## src/include/pie_pkg.sv

```systemverilog
package pie_pkg;

  // ----------------------------------------------------------------
  // Geometry
  // ----------------------------------------------------------------
  localparam int PIE_NUM_IRQ = 8;
  localparam int PIE_NUM_USER = 4;
  localparam int PIE_NUM_TIMER = 4;
  localparam int PIE_VEC_W = 3;
  localparam int PIE_ADDR_W = 4;

  // ----------------------------------------------------------------
  // Register word addresses (Avalon word index)
  // ----------------------------------------------------------------
  localparam logic [3:0] PIE_REG_VECTOR = 4'h0;
  localparam logic [3:0] PIE_REG_PENDING = 4'h1;
  localparam logic [3:0] PIE_REG_MASK = 4'h2;
  localparam logic [3:0] PIE_REG_EDGE = 4'h3;
  localparam logic [3:0] PIE_REG_STATUS = 4'h4;
  localparam logic [3:0] PIE_REG_IRQ_MASK = 4'h5;

  // ----------------------------------------------------------------
  // Vector register fields and reset values
  // ----------------------------------------------------------------
  localparam int PIE_VEC_LSB = 0;
  localparam int PIE_VEC_VALID_BIT = 8;
  localparam logic [7:0] PIE_MASK_RST = 8'hFF;
  localparam logic [7:0] PIE_EDGE_RST = 8'h00;
  localparam logic [7:0] PIE_IRQ_MASK_RST = 8'h00;

  // Status bits of the interrupt register
  localparam int PIE_ST_SERVICED = 0;
  localparam int PIE_ST_EMPTY_READ = 1;
  localparam int PIE_ST_W = 2;

  // Read data for unmapped addresses
  localparam logic [31:0] PIE_UNMAPPED_RD = 32'h0000_0000;

  typedef enum logic [0:0] {
    PIE_BUS_IDLE = 1'b0,
    PIE_BUS_ACK = 1'b1
  } pie_bus_e;

endpackage

```

## src/design/pie_prio_enc.sv

```systemverilog
`timescale 1ns/10ps
module pie_prio_enc
  import pie_pkg::*;
(
  input wire logic [7:0] req, // Unmasked pending requests
  output logic [2:0] vec, // Winning index
  output logic valid // Any request present
);

  // ----------------------------------------------------------------
  // Priority search
  // ----------------------------------------------------------------
  // eight priority levels
  always_comb begin
    vec = 3'h0;
    valid = 1'b0;
    for (int i = PIE_NUM_IRQ - 1; i >= 0; i--) begin
      if (req[i]) begin
        vec = 3'(i);
        valid = 1'b1;
      end
    end
  end

endmodule // pie_prio_enc

```

## src/design/pie_ctrl.sv

```systemverilog
`timescale 1ns/10ps
// ----------------------------------------------------------------
// Contract
// - Eight-level priority encoder resolves pending requests
// - Four inputs come from peripheral logic array
// - Four inputs are timer terminal counts
// - Per-input mask blocks encoder contribution
// - Per-input level or edge detection
// - Host reads a 3-bit vector of winner
// - Vector read clears serviced pending request
// ----------------------------------------------------------------
module pie_ctrl
  import pie_pkg::*;
(
  input wire logic mclk, // System clock, 100 MHz
  input wire logic reset, // Synchronous reset, active high
  input wire logic [3:0] user_irq, // Conditions from peripheral_logic_array
  input wire logic [3:0] timer_tc, // Terminal count flags of timers 0..3
  input wire logic [3:0] avs_address, // Word address
  input wire logic avs_read, // Read strobe
  input wire logic avs_write, // Write strobe
  input wire logic [31:0] avs_writedata, // Write data
  input wire logic [3:0] avs_byteenable, // Byte lanes
  output logic [31:0] avs_readdata, // Read data
  output logic avs_waitrequest, // Stall
  output logic irq_out, // Level interrupt to host
  output logic [2:0] vector_out, // Current vector
  output logic vector_valid // Vector names a real request
);

  // ----------------------------------------------------------------
  // State
  // ----------------------------------------------------------------
  typedef struct packed {
    pie_bus_e bus;
    logic [31:0] rdata;
    logic [7:0] src_d;
    logic [7:0] pend;
    logic [7:0] mask;
    logic [7:0] edge_sel;
    logic [PIE_ST_W-1:0] status;
    logic [PIE_ST_W-1:0] irq_mask;
    logic [2:0] vec;
    logic vec_ok;
  } pie_state_s;

  pie_state_s st_r;
  pie_state_s st_nxt;

  logic [7:0] src;
  logic [7:0] eligible;
  logic [2:0] enc_vec;
  logic enc_valid;
  logic acc;
  logic wr_hit;
  logic rd_hit;

  // Apply byte lane 0 to an 8-bit field
  function automatic logic [7:0] pie_wr8(input logic [7:0] old, input logic [31:0] d,
                                         input logic [3:0] be);
    pie_wr8 = be[0] ? d[7:0] : old;
  endfunction

  // ----------------------------------------------------------------
  // Source assembly
  // ----------------------------------------------------------------
  // user inputs low
  assign src = {timer_tc, user_irq};

  assign eligible = st_r.pend & ~st_r.mask;

  pie_prio_enc u_enc (
    .req(eligible),
    .vec(enc_vec),
    .valid(enc_valid)
  );

  // One wait cycle per access; a read samples at the first edge so its data
  // stands when waitrequest drops, a write commits only on the completing edge
  assign acc = (avs_read | avs_write) & (st_r.bus == PIE_BUS_IDLE);
  assign wr_hit = avs_write & (st_r.bus == PIE_BUS_ACK);
  assign rd_hit = avs_read & acc;

  // ----------------------------------------------------------------
  // Next state
  // ----------------------------------------------------------------
  always_comb begin
    logic [7:0] set_v;
    logic [7:0] clr_v;
    logic [PIE_ST_W-1:0] ev;
    logic [PIE_ST_W-1:0] w1c;
    set_v = 8'h00;
    clr_v = 8'h00;
    ev = '0;
    w1c = '0;
    st_nxt = st_r;
    st_nxt.src_d = src;
    st_nxt.bus = acc ? PIE_BUS_ACK : PIE_BUS_IDLE;

    for (int i = 0; i < PIE_NUM_IRQ; i++) begin
      if (st_r.edge_sel[i]) begin
        set_v[i] = src[i] & ~st_r.src_d[i];
      end else begin
        set_v[i] = src[i];
      end
    end

    // Register reads and writes
    if (rd_hit) begin
      unique case (avs_address)
        PIE_REG_VECTOR: begin
          st_nxt.rdata = 32'h0;
          st_nxt.rdata[PIE_VEC_LSB +: PIE_VEC_W] = enc_vec;
          st_nxt.rdata[PIE_VEC_VALID_BIT] = enc_valid;
          if (enc_valid) begin
            clr_v[enc_vec] = 1'b1;
            ev[PIE_ST_SERVICED] = 1'b1;
          end else begin
            ev[PIE_ST_EMPTY_READ] = 1'b1;
          end
        end
        PIE_REG_PENDING: st_nxt.rdata = {24'h0, st_r.pend};
        PIE_REG_MASK: st_nxt.rdata = {24'h0, st_r.mask};
        PIE_REG_EDGE: st_nxt.rdata = {24'h0, st_r.edge_sel};
        PIE_REG_STATUS: st_nxt.rdata = {30'h0, st_r.status};
        PIE_REG_IRQ_MASK: st_nxt.rdata = {30'h0, st_r.irq_mask};
        default: st_nxt.rdata = PIE_UNMAPPED_RD;
      endcase
    end

    if (wr_hit) begin
      unique case (avs_address)
        PIE_REG_MASK: st_nxt.mask = pie_wr8(st_r.mask, avs_writedata, avs_byteenable);
        PIE_REG_EDGE: st_nxt.edge_sel = pie_wr8(st_r.edge_sel, avs_writedata, avs_byteenable);
        PIE_REG_STATUS: w1c = avs_byteenable[0] ? avs_writedata[PIE_ST_W-1:0] : '0;
        PIE_REG_IRQ_MASK: begin
          if (avs_byteenable[0]) begin
            st_nxt.irq_mask = avs_writedata[PIE_ST_W-1:0];
          end
        end
        default: ;
      endcase
    end

    // Set beats clear so a fresh event is never lost
    st_nxt.pend = (st_r.pend & ~clr_v) | set_v;
    st_nxt.status = (st_r.status & ~w1c) | ev;
    st_nxt.vec = enc_vec;
    st_nxt.vec_ok = enc_valid;
  end

  // ----------------------------------------------------------------
  // Registers
  // ----------------------------------------------------------------
  always_ff @(posedge mclk) begin
    if (reset) begin
      st_r <= '{bus: PIE_BUS_IDLE, rdata: 32'h0, src_d: 8'h00, pend: 8'h00,
                mask: PIE_MASK_RST, edge_sel: PIE_EDGE_RST, status: '0,
                irq_mask: '0, vec: 3'h0, vec_ok: 1'b0};
    end else begin
      st_r <= st_nxt;
    end
  end

  // ----------------------------------------------------------------
  // Outputs
  // ----------------------------------------------------------------
  // Waitrequest high only in the first cycle of an access
  assign avs_waitrequest = (avs_read | avs_write) & (st_r.bus == PIE_BUS_IDLE);
  assign avs_readdata = st_r.rdata;
  assign vector_out = st_r.vec;
  assign vector_valid = st_r.vec_ok;
  // Host interrupt: an unmasked pending request, or an unmasked status event
  assign irq_out = st_r.vec_ok | (|(st_r.status & st_r.irq_mask));

endmodule // pie_ctrl

```

## config.mk

```make
export PLATFORM = sky130hd
export DESIGN_NAME = pie_ctrl
export DESIGN_NICKNAME = d
export VERILOG_FILES = /design/src/include/pie_pkg.sv /design/src/design/pie_prio_enc.sv /design/src/design/pie_ctrl.sv
export SDC_FILE = /design/constraint.sdc
export NUM_CORES = 1
export LEC_CHECK = 0
export BUFFER_PORTS_ARGS = -buffer_cell sky130_fd_sc_hd__buf_2
export CAP_MARGIN = 10
export CORE_MARGIN = 1
export CORE_UTILIZATION = 45
export DETAILED_ROUTE_END_ITERATION = 10
export PLACE_DENSITY_LB_ADDON = 0.12
export RECOVER_POWER = 25
export SYNTH_ARGS = -nofsm -noshare
export SYNTH_HDL_FRONTEND = slang
export SYNTH_HIERARCHICAL = 1
export SYNTH_SLANG_ARGS = --single-unit
```

## constraint.sdc

```tcl
create_clock -name mclk -period 1.8 [get_ports mclk]
set_clock_uncertainty 0.05 [all_clocks]
set_input_delay 0 -clock mclk [delete_from_list [all_inputs] [get_ports mclk]]
set_output_delay 0 -clock mclk [all_outputs]
set_load 0.01 [all_outputs]
```

==> results.py <==
metrics = {
    "final_layout": {
        "nNetsFinal": 408,
        "n_antenna_cell": 0,
        "drive_above_1_share_pct": 30.3,
        "area_delta_synth_final_pct": 28.4,
    },
    "global_route": {
        "grt_pass1_wl_um": 9150,
        "grtUsageMet3_pct": 2.63,
        "grt_remaining_overflow": 0,
        "antenna_found_initial": 0,
        "grt_use_met1_pct": 28.7,
        "grt_pass1_vias": 1877,
        "busiest_layer": "met2",
        "grt_max_degree": 25,
        "met2_usage_pct": 30.0,
        "track_usage_pct": 19.7,
    },
    "power_and_ir_drop": {
        "combPwrFrac_pct": 12.8,
        "clkPwrFrac_pct": 31.1,
        "p_per_area_nw_per_um2": 639,
        "power.leakage_nw": 1.36,
        "sw_frac_of_total_pct": 25.2,
        "p_sw_mw": 0.517,
        "ir_drop_v": 0.000441,
        "internal_power_mw": 1.53,
        "seqPwrFrac_pct": 56.1,
        "power.total_mw": 2.05,
    },
    "cts": {
        "cts-htree-levels": 2,
        "clk_latency_ps": 300,
        "cts_tree": "built",
        "cts_buffers": 5,
        "clk_pin_slew_ps": 80,
        "cts_root_buf": "clkbuf_8",
        "max-clock-path-buffers": 2,
        "clock-sinks": 50,
    },
    "synth": {
        "synth_top_cell_by_area": "dfxtp_1",
        "synthTopCellsByArea": "dfxtp_1 (40%), buf_4 (11%), nor2b_1 (7.8%)",
        "syn_inst": 284,
        "synth-main-ff-cell": "dfxtp_1",
        "async_flop_share_pct": 0,
        "ys_seq_area_share_pct": 40.1,
        "syn_area_per_cell_um2": 8.80,
        "ys_seq_elements": 50,
        "ys_types": 46,
        "yosys_warnings": 6,
        "synth_top_area_share_pct": 40.1,
        "syn_area_um2": 2500,
        "synth_edf_count": 0,
    },
    "routing": {
        "wl_per_cell_um": 13.2,
        "vias": 2098,
        "ant_nets": 0,
        "drcViolationCount": 0,
        "drtIter0Drc": 113,
        "vias_per_cell": 4.91,
        "drt_first_pass_iters": 4,
        "routed_wl_um": 5630,
    },
    "setup_path": {
        "cpMaxStageDelayCell": "a222oi_1",
        "worstSetupPathType": "register to register",
        "crit_fanout": 5,
        "cp.buffers_inverters": 1,
        "cp_data_required_time_ps": 1930,
        "ff2ff_setup_slack_ps": 0.9,
        "critical_path.most_common_cell": "nor2b_4",
        "path_cells": "nor2b_4 > nor4_4 > nor2b_4 > buf_6 > a222oi_1 > o21ai_1",
        "endpoint_kind": "register",
        "slowest_delay_ps": 470,
        "cp.arrival_ps": 1930,
        "startpoint_type": "register",
        "cp_top_family": "compound AO/OA/AOI/OAI gates",
    },
    "sta": {
        "slew_violations": 0,
        "period_share_pct": 100,
        "fin_crit_ps": 1800,
        "rsz0062_at_grt": "yes",
        "timing.fmax_mhz": 556,
        "totalNegativeSetupSlack_ps": 0,
        "hold_viol": 0,
        "report.final.setup_viol": 0,
    },
    "place": {
        "port_buffers": 39,
        "gp_congestion": 0.855,
        "dp_hpwl_um": 3900,
    },
    "floorplan": {
        "die_h_um": 76.5,
        "die_w_um": 76.5,
        "rows": 26,
        "fp.coreArea_um2": 5240,
        "initial_utilization_pct": 47.7,
        "die_area_um2": 5850,
        "ios": 90,
    },
    "job": {
        "drv_cap": 0,
    },
    "run_status": {
        "outcome": "complete, no violations",
    },
    "min_path": {
        "hold_class": "input port to register",
    },
}
-- layout by cell type, fill, tap and decap left out, types with 4 or more instances in the layout --
cell            n
a211o_1        10
a21oi_1        15
buf_2          32
buf_4          30
clkbuf_1        8
clkbuf_8        5
conb_1         23
dfxtp_1        40
dfxtp_2         9
dlygate4sd3_1  18
mux2i_1        16
nand2_1        28
nand2b_1        4
nand3b_1        4
nor2_1         20
nor2b_1        22
nor2b_4         8
o21ai_1         9
-- layer usage --
metal	share of wire, %	vias up
li1	-	1067
met1	52	966
met2	43	58
met3	3.5	7
met4	1.2	0
met5	0	-
-- cells by family (layout without fill, tap and decap cells) --
kind of cell | Yosys count | in the layout | share of synthesized area (%)
simple gates | 108 | 108 | 24.1
compound gates | 56 | 56 | 14.7
buf+inv | 51 | 102 | 13.7
flops | 50 | 50 | 40.1
mux | 18 | 18 | 7.31
other cells | 1 | 23 | 0.150
-- final cells by class --
class | count | area, um^2
Fill cell | 496 | 2030
Inverter | 4 | 15.0
Clock inverter | 2 | 13.8
Clock buffer | 6 | 72.6
Tap cell | 70 | 87.6
Timing Repair Buffer | 90 | 634
Multi-Input combinational cell | 205 | 1370
Sequential cell | 50 | 1020
-- sequential cells by signal, summed over array words and instances (netlist names) --
register,flops
vector_valid,1
avs_readdata,9
vector_out,3
st_r,37
-- what timing repair did --
action,CTS,global route
endpoints found under the setup margin,1,13
pin swaps,0,12
hold endpoints to repair,36,0
hold buffers,18,0
buffers inserted,1,4
gates resized for setup,0,43
-- power groups by stage --
stage	logic (mW)	clock network, mW	registers, mW
2_1_floorplan	0.164	0	1.17
3_3_place_gp	0.215	0	1.17
3_5_place_dp	0.216	0	1.17
4_1_cts	0.246	0.654	1.15
5_1_grt	0.286	0.701	1.15
6_report	0.262	0.638	1.15
-- through the flow --
stage,hold slack [ps],utilization (%),cells,cell area (um^2),worst slack (ps)
after floorplan,60.1,-,306,2590,121
after global placement,171,52.8,396,2770,-10.8
after detailed placement,176,52.8,396,2770,25.9
after CTS,18.0,58.0,423,3040,10.6
after global routing,36.8,61.3,427,3210,-93.3
final,23.9,61.3,427,3210,0.866
-- Yosys cell counts (2+ instances only) --
cell type / instances
mux2i_1: 16
dfxtp_1: 50
o21ai_1: 12
a31oi_1: 2
inv_1: 3
a221oi_1: 2
o31ai_1: 2
nand2_1: 28
a211o_1: 10
buf_6: 2
nor2b_1: 31
nand3_1: 3
nor2_1: 21
nor3_1: 2
nand3b_1: 4
buf_4: 35
clkbuf_1: 6
buf_2: 3
a31o_1: 2
nor3b_1: 2
nand2b_1: 4
nor4_1: 2
a21oi_1: 17
nor4_2: 2
a211oi_1: 2
-- final timing paths --
kind / startpoint / endpoint / cells past startpoint
max reg2reg: st_r[28] / avs_readdata[2] / 6
min reg2reg: avs_readdata[3] / avs_readdata[3] / 2
max: st_r[28] / avs_readdata[2] / 6
min: avs_address[1] / avs_readdata[8] / 4
-- worst min-delay path, cell delays in order --
cell     delay (ps)
buf_2           120
nor4_4           60
nand3_1          90
a21oi_1          60
No activity file was read; power rests on OpenSTA's default activity.
